$ cat src/hw/rcr_consts.svh
`ifndef RCR_CONSTS_SVH
`define RCR_CONSTS_SVH

// register byte offsets inside the block
`define RCR_OFF_FLAGS 12'h004
`define RCR_OFF_MASK 12'h010
`define RCR_OFF_LAST 12'h014
`define RCR_OFF_COUNT 12'h018

// flag bit positions
`define RCR_BIT_POR 0
`define RCR_BIT_PIN 1
`define RCR_BIT_WDT 2
`define RCR_BIT_LVR 3
`define RCR_BIT_BOD 4
`define RCR_BIT_SYS 5
`define RCR_BIT_CPU 7

// implemented flag bits, bit 6 reserved
`define RCR_FLAGS_USED 8'hBF
// flag value left by a power-on reset
`define RCR_FLAGS_POR 8'h01
`define RCR_FLAGS_ZERO 8'h00
`define RCR_MASK_RST 8'h00
`define RCR_COUNT_ONE 8'h01
`define RCR_COUNT_MAX 8'hFF
`define RCR_WORD_ZERO 32'h0000_0000
`define RCR_NSRC 7

`endif

$ cat src/hw/rcr_pkg.sv
package rcr_pkg;

  // one byte of per-source flags
  typedef logic [7:0] rcr_flags_t;

  // most recent recorded cause, read back as a small code
  typedef enum logic [2:0] {
    rcr_cause_none,
    rcr_cause_por,
    rcr_cause_pin,
    rcr_cause_wdt,
    rcr_cause_lvr,
    rcr_cause_bod,
    rcr_cause_sys,
    rcr_cause_cpu
  } rcr_cause_t;

endpackage : rcr_pkg

$ cat src/hw/rcr_sync.sv
`timescale 1ns/10ps
// two-flop synchroniser for a bus of independent levels
module rcr_sync #(
  parameter int W = 7
) (
  input wire logic clk,
  input wire logic rstn,
  input wire logic [W-1:0] d,
  output logic [W-1:0] q
);

  logic [W-1:0] meta;

  // first stage feeds only the second stage
  always_ff @(posedge clk or negedge rstn) begin
    if (!rstn) begin
      meta <= '0;
      q <= '0;
    end else begin
      meta <= d;
      q <= meta;
    end
  end

endmodule : rcr_sync

$ cat src/hw/rcr_rise.sv
`timescale 1ns/10ps
// rising-edge detector on already synchronised levels
module rcr_rise #(
  parameter int W = 7
) (
  input wire logic clk,
  input wire logic rstn,
  input wire logic [W-1:0] d,
  output logic [W-1:0] rise
);

  logic [W-1:0] prev;

  // remember last level
  always_ff @(posedge clk or negedge rstn) begin
    if (!rstn) begin
      prev <= '0;
    end else begin
      prev <= d;
    end
  end

  assign rise = d & ~prev;

endmodule : rcr_rise

$ cat src/hw/rcr_top.sv
`timescale 1ns/10ps
`include "rcr_consts.svh"
module rcr_top (
  input wire logic pclk,
  input wire logic presetn,
  input wire logic por_rstn,
  input wire logic psel,
  input wire logic penable,
  input wire logic pwrite,
  input wire logic [11:0] paddr,
  input wire logic [31:0] pwdata,
  input wire logic [3:0] pstrb,
  input wire logic core_only_rst_req,
  input wire logic core_sys_rst_req,
  input wire logic brownout_rst_req,
  input wire logic low_voltage_rst_req,
  input wire logic watchdog_rst_req,
  input wire logic pin_rst_req,
  input wire logic chip_rst_req,
  output logic [31:0] prdata,
  output logic pready,
  output logic pslverr,
  output logic irq
);

  // source index inside the request bus
  localparam int SRC_POR = 0;
  localparam int SRC_PIN = 1;
  localparam int SRC_WDT = 2;
  localparam int SRC_LVR = 3;
  localparam int SRC_BOD = 4;
  localparam int SRC_SYS = 5;
  localparam int SRC_CPU = 6;

  logic [`RCR_NSRC-1:0] req_raw;
  logic [`RCR_NSRC-1:0] req_sync;
  logic [`RCR_NSRC-1:0] req_rise;

  rcr_pkg::rcr_flags_t reset_cause_flags;
  rcr_pkg::rcr_flags_t next_reset_cause_flags;
  rcr_pkg::rcr_flags_t flag_set;
  rcr_pkg::rcr_flags_t flag_clr;
  rcr_pkg::rcr_flags_t irq_mask;
  rcr_pkg::rcr_cause_t last_cause;
  rcr_pkg::rcr_cause_t next_last_cause;
  logic [7:0] event_count;
  logic [7:0] next_event_count;

  logic setup_phase;
  logic wr_access;
  logic rd_setup;
  logic [31:0] next_prdata;
  logic next_err;

  // true when the address hits the given register
  function automatic logic hit(
    input logic [11:0] addr,
    input logic [11:0] off
  );
    hit = (addr == off);
  endfunction : hit

  // true when the address hits any implemented register
  function automatic logic mapped(input logic [11:0] addr);
    mapped = hit(addr, `RCR_OFF_FLAGS) || hit(addr, `RCR_OFF_MASK) ||
             hit(addr, `RCR_OFF_LAST) || hit(addr, `RCR_OFF_COUNT);
  endfunction : mapped

  // pick the highest-ranked cause among simultaneous flag sets
  function automatic rcr_pkg::rcr_cause_t encode(
    input rcr_pkg::rcr_flags_t s
  );
    if (s[`RCR_BIT_POR]) begin
      encode = rcr_pkg::rcr_cause_por;
    end else if (s[`RCR_BIT_PIN]) begin
      encode = rcr_pkg::rcr_cause_pin;
    end else if (s[`RCR_BIT_WDT]) begin
      encode = rcr_pkg::rcr_cause_wdt;
    end else if (s[`RCR_BIT_LVR]) begin
      encode = rcr_pkg::rcr_cause_lvr;
    end else if (s[`RCR_BIT_BOD]) begin
      encode = rcr_pkg::rcr_cause_bod;
    end else if (s[`RCR_BIT_SYS]) begin
      encode = rcr_pkg::rcr_cause_sys;
    end else if (s[`RCR_BIT_CPU]) begin
      encode = rcr_pkg::rcr_cause_cpu;
    end else begin
      encode = rcr_pkg::rcr_cause_none;
    end
  endfunction : encode

  // gather the reset requests; the chip reset shares the power-on flag
  assign req_raw[SRC_POR] = chip_rst_req;
  assign req_raw[SRC_PIN] = pin_rst_req;
  assign req_raw[SRC_WDT] = watchdog_rst_req;
  assign req_raw[SRC_LVR] = low_voltage_rst_req;
  assign req_raw[SRC_BOD] = brownout_rst_req;
  assign req_raw[SRC_SYS] = core_sys_rst_req;
  assign req_raw[SRC_CPU] = core_only_rst_req;

  // requests come from other reset logic: resync on the surviving reset
  rcr_sync #(
    .W(`RCR_NSRC)
  ) u_sync (
    .clk(pclk),
    .rstn(por_rstn),
    .d(req_raw),
    .q(req_sync)
  );

  // one pulse per request, so a long request sets its flag once
  rcr_rise #(
    .W(`RCR_NSRC)
  ) u_rise (
    .clk(pclk),
    .rstn(por_rstn),
    .d(req_sync),
    .rise(req_rise)
  );

  // map each request pulse onto its flag bit
  always_comb begin
    flag_set = `RCR_FLAGS_ZERO;
    flag_set[`RCR_BIT_CPU] = req_rise[SRC_CPU];
    flag_set[`RCR_BIT_SYS] = req_rise[SRC_SYS];
    flag_set[`RCR_BIT_BOD] = req_rise[SRC_BOD];
    flag_set[`RCR_BIT_LVR] = req_rise[SRC_LVR];
    flag_set[`RCR_BIT_WDT] = req_rise[SRC_WDT];
    flag_set[`RCR_BIT_PIN] = req_rise[SRC_PIN];
    flag_set[`RCR_BIT_POR] = req_rise[SRC_POR];
  end

  // apb phase decode
  assign setup_phase = psel && !penable;
  assign rd_setup = setup_phase && !pwrite;
  assign wr_access = psel && penable && pready && pwrite &&
                     !pslverr;

  // write-one-to-clear from byte lane 0 of the flags word
  always_comb begin
    flag_clr = `RCR_FLAGS_ZERO;
    if (wr_access && hit(paddr, `RCR_OFF_FLAGS) && pstrb[0]) begin
      flag_clr = pwdata[7:0] & `RCR_FLAGS_USED;
    end
  end

  // hardware set wins over a clear in the same cycle
  always_comb begin
    next_reset_cause_flags =
      ((reset_cause_flags & ~flag_clr) | flag_set) &
      `RCR_FLAGS_USED;
  end

  // flags sit on the power-on reset only, so they outlive other resets
  always_ff @(posedge pclk or negedge por_rstn) begin
    if (!por_rstn) begin
      reset_cause_flags <= `RCR_FLAGS_POR;
    end else begin
      reset_cause_flags <= next_reset_cause_flags;
    end
  end

  // latest cause code, kept like the flags
  always_comb begin
    next_last_cause = last_cause;
    if (flag_set != `RCR_FLAGS_ZERO) begin
      next_last_cause = encode(flag_set);
    end
  end

  always_ff @(posedge pclk or negedge por_rstn) begin
    if (!por_rstn) begin
      last_cause <= rcr_pkg::rcr_cause_por;
    end else begin
      last_cause <= next_last_cause;
    end
  end

  // saturating count of recorded resets; any write to it with byte lane 0 enabled clears it
  always_comb begin
    next_event_count = event_count;
    if (wr_access && hit(paddr, `RCR_OFF_COUNT) && pstrb[0]) begin
      next_event_count = `RCR_FLAGS_ZERO;
    end
    if (flag_set != `RCR_FLAGS_ZERO &&
        next_event_count != `RCR_COUNT_MAX) begin
      next_event_count = next_event_count + `RCR_COUNT_ONE;
    end
  end

  always_ff @(posedge pclk or negedge por_rstn) begin
    if (!por_rstn) begin
      event_count <= `RCR_COUNT_ONE;
    end else begin
      event_count <= next_event_count;
    end
  end

  // interrupt mask, plain read/write, cleared by system reset
  always_ff @(posedge pclk or negedge presetn) begin
    if (!presetn) begin
      irq_mask <= `RCR_MASK_RST;
    end else if (wr_access && hit(paddr, `RCR_OFF_MASK) &&
                 pstrb[0]) begin
      irq_mask <= pwdata[7:0] & `RCR_FLAGS_USED;
    end
  end

  // level interrupt while any unmasked flag stands
  always_ff @(posedge pclk or negedge presetn) begin
    if (!presetn) begin
      irq <= 1'b0;
    end else begin
      irq <= |(next_reset_cause_flags & irq_mask);
    end
  end

  // read mux; unused and reserved bits read zero
  always_comb begin
    next_prdata = `RCR_WORD_ZERO;
    if (hit(paddr, `RCR_OFF_FLAGS)) begin
      next_prdata[7:0] = reset_cause_flags;
    end else if (hit(paddr, `RCR_OFF_MASK)) begin
      next_prdata[7:0] = irq_mask;
    end else if (hit(paddr, `RCR_OFF_LAST)) begin
      next_prdata[2:0] = last_cause;
    end else if (hit(paddr, `RCR_OFF_COUNT)) begin
      next_prdata[7:0] = event_count;
    end
  end

  // unmapped address answers with an error
  assign next_err = !mapped(paddr);

  // ready rises in the access cycle, giving one access cycle per transfer
  always_ff @(posedge pclk or negedge presetn) begin
    if (!presetn) begin
      pready <= 1'b0;
    end else begin
      pready <= setup_phase;
    end
  end

  // error flag captured in setup, valid with ready
  always_ff @(posedge pclk or negedge presetn) begin
    if (!presetn) begin
      pslverr <= 1'b0;
    end else if (setup_phase) begin
      pslverr <= next_err;
    end else begin
      pslverr <= 1'b0;
    end
  end

  // read data captured in setup and held through the access cycle
  always_ff @(posedge pclk or negedge presetn) begin
    if (!presetn) begin
      prdata <= `RCR_WORD_ZERO;
    end else if (rd_setup) begin
      prdata <= next_prdata;
    end else if (!psel) begin
      prdata <= `RCR_WORD_ZERO;
    end
  end

endmodule : rcr_top

$ cat config.mk
export PLATFORM = sky130hd
export DESIGN_NAME = rcr_top
export DESIGN_NICKNAME = d
export VERILOG_FILES = /design/src/hw/rcr_pkg.sv /design/src/hw/rcr_sync.sv /design/src/hw/rcr_rise.sv /design/src/hw/rcr_top.sv
export VERILOG_INCLUDE_DIRS = /design/src /design/src/hw
export SDC_FILE = /design/constraint.sdc
export NUM_CORES = 1
export LEC_CHECK = 0
export BUFFER_PORTS_ARGS = -buffer_cell sky130_fd_sc_hd__buf_2
export CORE_UTILIZATION = 53
export DETAILED_ROUTE_END_ITERATION = 16
export PLACE_DENSITY = 0.92
export SYNTH_ARGS = -nofsm -noshare
export SYNTH_HDL_FRONTEND = slang
export SYNTH_HIERARCHICAL = 1
export SYNTH_SLANG_ARGS = --single-unit
$ cat constraint.sdc
create_clock -name pclk -period 4.1 [get_ports pclk]
set_input_delay 0.41 -clock pclk [delete_from_list [all_inputs] [get_ports pclk]]
set_output_delay 0.41 -clock pclk [all_outputs]
set_load 0.02 [all_outputs]
==> results of run 1 <==
==> layout make-up <==
class / count / share of cell area (%)
sequential: 57 / 45.6
multi-input combinational: 180 / 36.4
timing repair buffer: 46 / 7.65
clock buffer: 12 / 5.26
tap: 67 / 2.67
clock inverter: 4 / 1.59
inverter: 7 / 0.837
==> cell usage in the layout (no fill, tap or decap), types with 3 or more instances in the layout <==
cell type,Yosys,layout
a21o_1,5,5
a21oi_1,17,17
a221oi_1,7,7
and2_1,4,4
buf_2,2,43
clkbuf_8,0,12
conb_1,1,24
dfrtp_1,54,54
dfstp_2,3,3
inv_1,7,7
mux2_2,7,7
mux2i_1,4,4
nand2_1,21,21
nand3_1,9,9
nor2_1,14,14
nor2b_4,7,7
nor3_1,6,6
nor4_1,6,6
o21a_1,5,5
o21ai_0,9,9
==> worst max-delay path, cell delays in order <==
cell      delay [ps]
buf_2             90
or4_1            670
nor4_4           270
buf_4            210
nand2_1          150
and2_1           250
ha_1             220
nand3_1          100
o2bb2a_1         210
nand3_1          120
or3_1            340
a21oi_1          150
==> state kept, by name, summed over array words and instances (netlist names) <==
register,flops
u_sync/meta,7
u_sync/q,7
irq,1
prdata,8
u_rise/prev,7
event_count,8
last_cause,3
pslverr,1
reset_cause_flags,7
irq_mask,7
pready,1
==> power by group through the flow <==
stage / clock (W) / combinational (W) / sequential [W]
global route: 0.000583 / 0.000229 / 0.000694
global placement: 0 / 0.000191 / 0.000690
finish: 0.000546 / 0.000203 / 0.000687
detailed placement: 0 / 0.000201 / 0.000694
floorplan: 0 / 0.000156 / 0.000680
CTS: 0.000559 / 0.000203 / 0.000685
==> metal layers <==
layer	vias up	part of all wire (%)	track usage, %	wire [um]
li1	942	-	-	-
met1	974	39	28.0	2190
met2	101	50	36.2	2810
met3	17	7.0	7.96	391
met4	0	3.0	13.7	168
met5	-	0	0	0
==> stage by stage <==
step	area, um2	utilization, %	power [W]	hold slack [ps]
detailed placement	2910	60.1	0.000895	336
CTS	3140	64.7	0.00145	159
finish	3140	64.7	0.00144	168
floorplan	2810	-	0.000836	114
global route	3140	64.7	0.00151	152
global placement	2910	60.1	0.000881	332
==> path summary, 6_finish.rpt <==
path                            cells past startpoint              endpoint  slack [ps]
min in group pclk                                   1        u_sync/meta[5]         180
max in group asynchronous                           2             prdata[0]        3260
worst min-delay path                                1  reset_cause_flags[1]         170
worst min register to register                      0           u_sync/q[5]         350
worst max register to register                     10        event_count[5]        1290
worst max-delay path                               12        event_count[5]        1180
==> cell families after synthesis <==
| group | count (synthesis) | share of synthesized area [%] |
|---|---|---|
| AOI/OAI and AO/OA | 54 | 13.4 |
| xor gates and xnor gates | 2 | 0.643 |
| adders and majority gates | 1 | 0.459 |
| buffers and inverters | 38 | 8.77 |
| DFF | 57 | 52.5 |
| muxes | 11 | 4.36 |
| other | 1 | 0.138 |
| and+or+nand+nor | 88 | 19.8 |
==> metrics.cfg, run 1 <==
[timing]
tightestPinTransition_ps = 838
min_period_ps = 2920
hold_viol_final = 0
fmax_mhz = 342
rsz0062_at_grt = false
slew_headroom_pct = 44.1
finalSetupViolCount = 0
fin_crit_sh_pct = 71.3
setup_tns_ps = 0
drv_slew = 0
fin_ws_ps = 1180
finClkSkew_ps = 12.0

[clock_tree]
tritoncts = yes
ctsHoldBuffers = 1
clock-sinks = 57
clockBufferDepth = 2
cts_resized = 0
cts_root_buf = clkbuf_8
clkLatencyLatePin_ps = 340
clkTransAtPathRegs_ps = 70
ctsHtreeMaxLevel = 3
post-cts-setup-buffer-count = 0
numCtsBuffers = 9

[floorplan]
num_rows = 25
initial_utilization_pct = 56.2
die_height_um = 73.7
die_area_um2 = 5430
ios = 96
core-area_um2 = 4850
die_w_um = 73.7

[pwr]
p_int_w = 0.00103
pwr-share-comb_pct = 14.1
p_sw_w = 0.000403
power_frac_seq_pct = 47.9
p_per_area_nw_per_um2 = 457
ir_worst_vdd_v = 0.000317
switching_share_pct = 28.0
p_leak_nw = 1.47
pwr-share-clk_pct = 38.0

[worst_setup_path]
critPathKind = input pin to flop
cp-startpoint = paddr[1]
path_max_fanout = 10
start_kind = input pin
end_kind = flop
critPathRequiredTime_ps = 4360
r2r-start = pslverr
cp.arrival_ps = 3180

[global_route]
antenna_found_initial = 0
grt_start_max_net_pins = 40
grt_pass1_vias = 1939
grt_pass1_wl_um = 8970
track_usage_pct = 23.3
overflow = 0

[run_status]
status = finished clean

[synthesis]
synth_ff_type = dfrtp_1
synth_area_um2 = 2730
ys_seq_elements = 57
yosys_warnings = 6
synthDistinctLibCells = 46
yosysMostFrequentCell = dfrtp_1
synth_top_cell_area_share_pct = 49.6
syn_inst = 252
synth_largest_area_cell = dfrtp_1
syn_avg_cell_area_um2 = 10.8
ys_seq_area_share_pct = 52.5
yosys-top-cells-count = dfrtp_1, buf_4, nand2_1
synthTopCellsByArea = dfrtp_1, buf_4, nor2b_4
synth-edff-count = 0
synthArstFlopShare_pct = 100

[finish]
nNetsFinal = 363
drive_gt1_share_pct = 28.4
multiInputGateArea_um2 = 1140
n_antenna_cell = 0
fillCellCount = 398
syn_to_final_growth_pct = 15.1
fin_cells = 373
regArea_um2 = 1430

[place]
dp.cells = 356
place_ws_ps = 842
dpl.hpwl_um = 3960
io_buffers = 43
gp_congestion = 0.895

[detailed_routing]
drc = 0
drt_iter0_drc = 227
drt_first_pass_iters = 4
vias_per_cell = 5.45
num_vias = 2034
wirelength_um = 5570
wl_per_cell_um = 14.9
postRouteAntennaNets = 0

[worst_hold_path]
hold_class = input pin to asynchronous set/reset pin

[job]
cap_violations = 0

No activity file was read; power rests on OpenSTA's default activity.
==> run 2, diff against run 1 <==
--- a/config.mk
+++ b/config.mk
@@ -7,9 +7,9 @@
 export NUM_CORES = 1
 export LEC_CHECK = 0
 export BUFFER_PORTS_ARGS = -buffer_cell sky130_fd_sc_hd__buf_2
-export CORE_UTILIZATION = 53
+export CORE_UTILIZATION = 50
 export DETAILED_ROUTE_END_ITERATION = 16
-export PLACE_DENSITY = 0.92
+export PLACE_DENSITY = 0.88
 export SYNTH_ARGS = -nofsm -noshare
 export SYNTH_HDL_FRONTEND = slang
 export SYNTH_HIERARCHICAL = 1
==> constraint.sdc (replaced) <==
create_clock -name pclk -period 3 [get_ports pclk]
set_input_delay 0.3 -clock pclk [delete_from_list [all_inputs] [get_ports pclk]]
set_output_delay 0.3 -clock pclk [all_outputs]
set_load 0.02 [all_outputs]
==> run 2 against run 1 <==
Die area rose by 5.8%; power rose by 41%; flip-flop and latch count did not move; via count fell by 0.64%; combinational power rose by 37%; largest cell class unchanged; highest routed layer unchanged.
==> metrics.cfg, run 2 (synthesis gave the netlist of run 1 again) <==
[worst_setup_path]
worst_path_largest_cell_delay_ps = 590  ; -80 ps
crit_path_frequent_cell = nand3_1
cp.arrival_ps = 2780  ; -400 ps
crit_slowest_cell = or4_1
critPathRequiredTime_ps = 3250  ; -1110 ps
path_max_fanout = 6  ; -4
path_cells = buf_2 > or4_1 > nor4_4 > nand2_1 > and2_1 > ha_1 > nand3_1 > o2bb2a_1 > nand3_1 > or3_1 > a21oi_1
critPathKind = input pin to flop
end_kind = flop
start_kind = input pin

[detailed_routing]
drt_iter0_drc = 207  ; -8.8%
drc = 0  ; unchanged
wirelength_um = 5590  ; +0.49%
num_vias = 2021  ; -0.64%
postRouteAntennaNets = 0  ; unchanged
vias_per_cell = 5.33  ; -2.2%
wl_per_cell_um = 14.8  ; -1.1%
drt_first_pass_iters = 4  ; unchanged

[pwr]
pwr-share-comb_pct = 13.7  ; -0.4 points
power_frac_seq_pct = 46.3  ; -1.6 points
pwr-share-clk_pct = 39.9  ; +1.9 points
p_per_area_nw_per_um2 = 636  ; +39%
switching_share_pct = 27.0  ; -1.1 points
ir_worst_vdd_v = 0.000392  ; +24%
p_int_w = 0.00148  ; +43%
p_sw_w = 0.000546  ; +35%
p_leak_nw = 1.49  ; +1.2%

[floorplan]
ios = 96  ; unchanged
initial_utilization_pct = 52.7  ; -3.5 points
die_area_um2 = 5750  ; +5.8%
core-area_um2 = 5170  ; +6.7%
die_height_um = 75.8  ; +2.9%
die_w_um = 75.8  ; +2.9%
num_rows = 26  ; +4.0%

[global_route]
gr-usage-met1_pct = 26.7  ; -1.3 points
top_usage_layer = met2
antenna_found_initial = 0  ; unchanged
grt_pass1_wl_um = 9110  ; +1.5%
track_usage_pct = 22.4  ; -0.84 points
grt_start_max_net_pins = 40  ; unchanged
grt_util_met3_pct = 7.67  ; -0.28 points
gr-usage-met2_pct = 36.3  ; +0.096 points
overflow = 0  ; unchanged
grt_pass1_vias = 1950  ; +0.57%

[finish]
syn_to_final_growth_pct = 16.7
final_common_cell = dfrtp_1
largestRegisters = event_count: 8 flops, prdata: 8 flops
nNetsFinal = 366  ; +0.83%
final_area_um2 = 3180  ; +1.3%
layout_common_cells = dfrtp_1, buf_2, conb_1
drive_gt1_share_pct = 28.8  ; +0.37 points
n_antenna_cell = 0  ; unchanged
fin_cells = 379  ; +1.6%

[place]
dpl.hpwl_um = 4090  ; +3.5%
dp.cells = 362  ; +1.7%
placed_cell_area_um2 = 2940  ; +0.90%
io_buffers = 43  ; unchanged
gp_congestion = 0.899  ; +0.36%

[worst_hold_path]
hold_class = input pin to asynchronous set/reset pin

[clock_tree]
clkTransAtPathRegs_ps = 60  ; about the same
cts_root_buf = clkbuf_8
clockBufferDepth = 2  ; unchanged
cts_resized = 0  ; unchanged
tritoncts = yes
clock-sinks = 57  ; unchanged
numCtsBuffers = 9  ; unchanged
ctsHtreeMaxLevel = 3  ; unchanged
clkLatencyLatePin_ps = 330  ; about the same

[timing]
min_period_ps = 2520
finClkSkew_ps = 5.65  ; -6.33 ps
finalSetupViolCount = 0  ; unchanged
setup_tns_ps = 0  ; unchanged
fmax_mhz = 397
tightestPinTransition_ps = 835  ; -3.03 ps
drv_slew = 0  ; unchanged
rsz0062_at_grt = false
fin_crit_sh_pct = 84.0
hold_viol_final = 0  ; unchanged
slew_headroom_pct = 44.3  ; +0.20 points
holdWs_ps = 67.6  ; -99.9 ps

[job]
cap_violations = 0  ; unchanged

[run_status]
status = finished clean

run 2: through the flow:
stage / power, W / util (%) / worst slack [ps]
after floorplan: 0.00114 / - / 215
after global placement: 0.00121 / 56.8 / 216
after detailed placement: 0.00123 / 56.8 / 133
after CTS: 0.00204 / 61.5 / 491
after global routing: 0.00211 / 61.5 / 332
final: 0.00202 / 61.5 / 479
run 2: worst paths after layout:
| kind | from | endpoint | slack, ps | cells past startpoint |
|---|---|---|---|---|
| setup / recovery | paddr[1] | event_count[5] | 480 | 11 |
| hold / removal | por_rstn | u_sync/meta[3] | 70 | 1 |
| setup reg to reg | pslverr | event_count[5] | 600 | 11 |
| hold reg to reg | u_sync/meta[5] | u_sync/q[5] | 350 | 0 |
| max in group asynchronous | presetn | irq_mask[4] | 2280 | 2 |
| min in group pclk | brownout_rst_req | u_sync/meta[4] | 70 | 1 |
run 2: what timing repair did:
item | CTS | global route
hold endpoints to repair | 18 | 0
setup buffers | 0 | 0
hold buffers | 1 | 0
run 2: power by group through the flow:
stage / logic (W) / registers (W) / clock network [W]
after global routing: 0.000311 / 0.000949 / 0.000853
after CTS: 0.000279 / 0.000936 / 0.000826
final: 0.000278 / 0.000938 / 0.000808
after detailed placement: 0.000278 / 0.000949 / 0
after global placement: 0.000265 / 0.000946 / 0
after floorplan: 0.000213 / 0.000930 / 0
run 2: per-layer routing:
metal,vias up,share of wire [%],wire [um]
met4,0,1.8,102
met1,972,41,2320
met5,-,0,0
li1,954,-,-
met2,83,50,2780
met3,12,7.0,394
run 2: layout make-up:
type                       count  area (um2)
inverter                       7        26.3
clock buffer                  12         155
timing repair buffer          49         263
multi-input combinational    180        1140
sequential                    57        1430
fill                         432        1990
clock inverter                 4        75.1
tap                           70        87.6
run 2: worst max-delay path: cells and delay by family:
family,cells,cell delay [ps]
AND/OR/NAND/NOR,7,1790
buffers and inverters,1,100
adder cells (fa/ha/maj),1,230
AO/OA/AOI/OAI,2,360
==> run 3, diff against run 2 <==
--- a/config.mk
+++ b/config.mk
@@ -7,9 +7,9 @@
 export NUM_CORES = 1
 export LEC_CHECK = 0
 export BUFFER_PORTS_ARGS = -buffer_cell sky130_fd_sc_hd__buf_2
-export CORE_UTILIZATION = 50
+export CORE_UTILIZATION = 45
 export DETAILED_ROUTE_END_ITERATION = 16
-export PLACE_DENSITY = 0.88
+export PLACE_DENSITY = 0.84
 export SYNTH_ARGS = -nofsm -noshare
 export SYNTH_HDL_FRONTEND = slang
 export SYNTH_HIERARCHICAL = 1
==> constraint.sdc (replaced) <==
create_clock -name pclk -period 2.1 [get_ports pclk]
set_input_delay 0.21 -clock pclk [delete_from_list [all_inputs] [get_ports pclk]]
set_output_delay 0.21 -clock pclk [all_outputs]
set_load 0.02 [all_outputs]
==> run 3 against run 2 <==
Clock power increased by 25%; final area increased by 6.1%; first-iteration DRC count decreased by 18%; largest power group unchanged.
==> metrics.cfg, run 3 (synthesis gave the netlist of run 1 again) <==
[worst_setup_path]
critPathKind = flop to flop
crit_slowest_cell = dfrtp_1
path_max_fanout = 4  ; -2
worst_path_largest_cell_delay_ps = 380  ; -210 ps
cp.arrival_ps = 2300  ; -480 ps
path_cells = nand4b_1 > nor2_2 > nand2_2 > and2_4 > ha_4 > nand3_2 > o2bb2a_4 > nand3_2 > or3_1 > a21oi_2
r2r_cells = 10  ; -1
end_kind = flop
crit_path_frequent_cell = nand3_2
start_kind = flop
critPathRequiredTime_ps = 2370  ; -880 ps
r2r_slack_ps = 70  ; -530 ps

[clock_tree]
clkLatencyLatePin_ps = 340  ; about the same
clock-sinks = 57  ; unchanged
clkTransAtPathRegs_ps = 60  ; about the same
cts_root_buf = clkbuf_8
clockBufferDepth = 2  ; unchanged
ctsHtreeMaxLevel = 3  ; unchanged
post-cts-setup-buffer-count = 0  ; unchanged
numCtsBuffers = 9  ; unchanged
tritoncts = yes

[place]
dpl.hpwl_um = 4270  ; +4.2%
gp_congestion = 0.853  ; -5.1%
io_buffers = 43  ; unchanged
dp.cells = 375  ; +3.6%

[finish]
largestRegisters = event_count: 8 flops, prdata: 8 flops
layout_common_cells = dfrtp_1, buf_2, conb_1
syn_to_final_growth_pct = 23.7
n_antenna_cell = 0  ; unchanged
fillCellCount = 489  ; +13%
fin_cells = 400  ; +5.5%
drive_gt1_share_pct = 33.5  ; +4.7 points
final_common_cell = dfrtp_1
nNetsFinal = 385  ; +5.2%

[timing]
fin_crit_sh_pct = 96.9
min_period_ps = 2030
hold_viol_final = 0  ; unchanged
holdWs_ps = 123  ; +55.1 ps
setup_tns_ps = 0  ; unchanged
slew_headroom_pct = 43.3  ; -1.1 points
finalSetupViolCount = 0  ; unchanged
tightestPinTransition_ps = 851  ; +16.1 ps
drv_slew = 0  ; unchanged
finClkSkew_ps = 5.54  ; -0.111 ps
fmax_mhz = 491

[detailed_routing]
num_vias = 2068  ; +2.3%
wirelength_um = 5920  ; +5.8%
drc = 0  ; unchanged
wl_per_cell_um = 14.8  ; +0.27%
vias_per_cell = 5.17  ; -3.0%
drt_first_pass_iters = 4  ; unchanged
drt_iter0_drc = 169  ; -18%
postRouteAntennaNets = 0  ; unchanged

[worst_hold_path]
hold_class = input pin to flop
min_delay_path_depth = 2

[global_route]
antenna_found_initial = 0  ; unchanged
grt_start_max_net_pins = 40  ; unchanged
track_usage_pct = 20.3  ; -2.1 points
grt_pass1_vias = 1961  ; +0.56%
overflow = 0  ; unchanged
grt_pass1_wl_um = 9540  ; +4.7%

[floorplan]
core-area_um2 = 5680  ; +9.7%
die_height_um = 79.8  ; +5.3%
die_w_um = 79.8  ; +5.3%
initial_utilization_pct = 48.0  ; -4.7 points
die_area_um2 = 6370  ; +11%
num_rows = 27  ; +3.8%
ios = 96  ; unchanged

[pwr]
ir_worst_vdd_v = 0.000505  ; +29%
p_per_area_nw_per_um2 = 841  ; +32%
p_leak_nw = 1.57  ; +5.8%

[job]
cap_violations = 0  ; unchanged

[run_status]
status = finished clean

## run 3: changes by cell type in the layout (fill, tap and decap cells not counted), moves of 2 or more
cell,before,now
nand3_2,0,2
clkinv_2,0,2
nand3_1,9,7
dlygate4sd3_1,1,9
buf_4,5,16
and2_1,4,2
and2_4,1,3
## run 3: area by class of cell
class | instances | area (um2) | area share (%)
inverters | 7 | 26.3 | 0.779
repair buffers | 68 | 425 | 12.6
well taps | 72 | 90.1 | 2.67
clock inverters | 5 | 55.1 | 1.63
clock buffers | 11 | 141 | 4.19
multi-input cells | 180 | 1200 | 35.7
flip-flops and latches | 57 | 1430 | 42.4
## run 3: stage by stage
step	cell area [um2]	setup WS (ps)	power, W	utilization, %
detailed placement	3060	-224	0.00181	54.0
global route	3370	-26.2	0.00299	59.4
finish	3370	65.4	0.00284	59.4
floorplan	2870	-339	0.00167	-
CTS	3350	42.7	0.00285	59.0
global placement	3060	-193	0.00178	54.0
## run 3: where the power goes
part / total (W) / internal [W] / switching, W
Sequential: 0.00135 / 0.00121 / 0.000136
Clock: 0.00101 / 0.000575 / 0.000431
Combinational: 0.000485 / 0.000232 / 0.000253
Total: 0.00284 / 0.00202 / 0.000821
## run 3: routing by layer
metal  GRT usage, %  vias to the layer above  wire (um)
met2           31.2                       71       2940
met3           5.83                        9        330
met4           8.57                        0         71
met5              0                        -          0
met1           26.9                     1000       2580
li1               -                      988          -
## run 3: path summary, 6_finish.rpt
check / endpoint / startpoint
max reg2reg: event_count[5] / pslverr
min reg2reg: u_sync/q[0] / u_sync/meta[0]
min: irq_mask[1] / pwdata[1]
max: event_count[5] / pslverr
min in group asynchronous: irq_mask[4] / presetn
max in group asynchronous: event_count[4] / por_rstn
## run 3: timing repair
item	in CTS	in global routing
gates resized for setup	0	4
hold endpoints to repair	61	0
endpoints found under the setup margin	0	3
hold buffers	9	0
## run 3: worst max-delay path: cells and delay by family (launching register included)
kind,cells,cell delay [ps]
fa+ha+maj,1,150
flops,1,380
compound gates,2,270
simple gates,7,1170
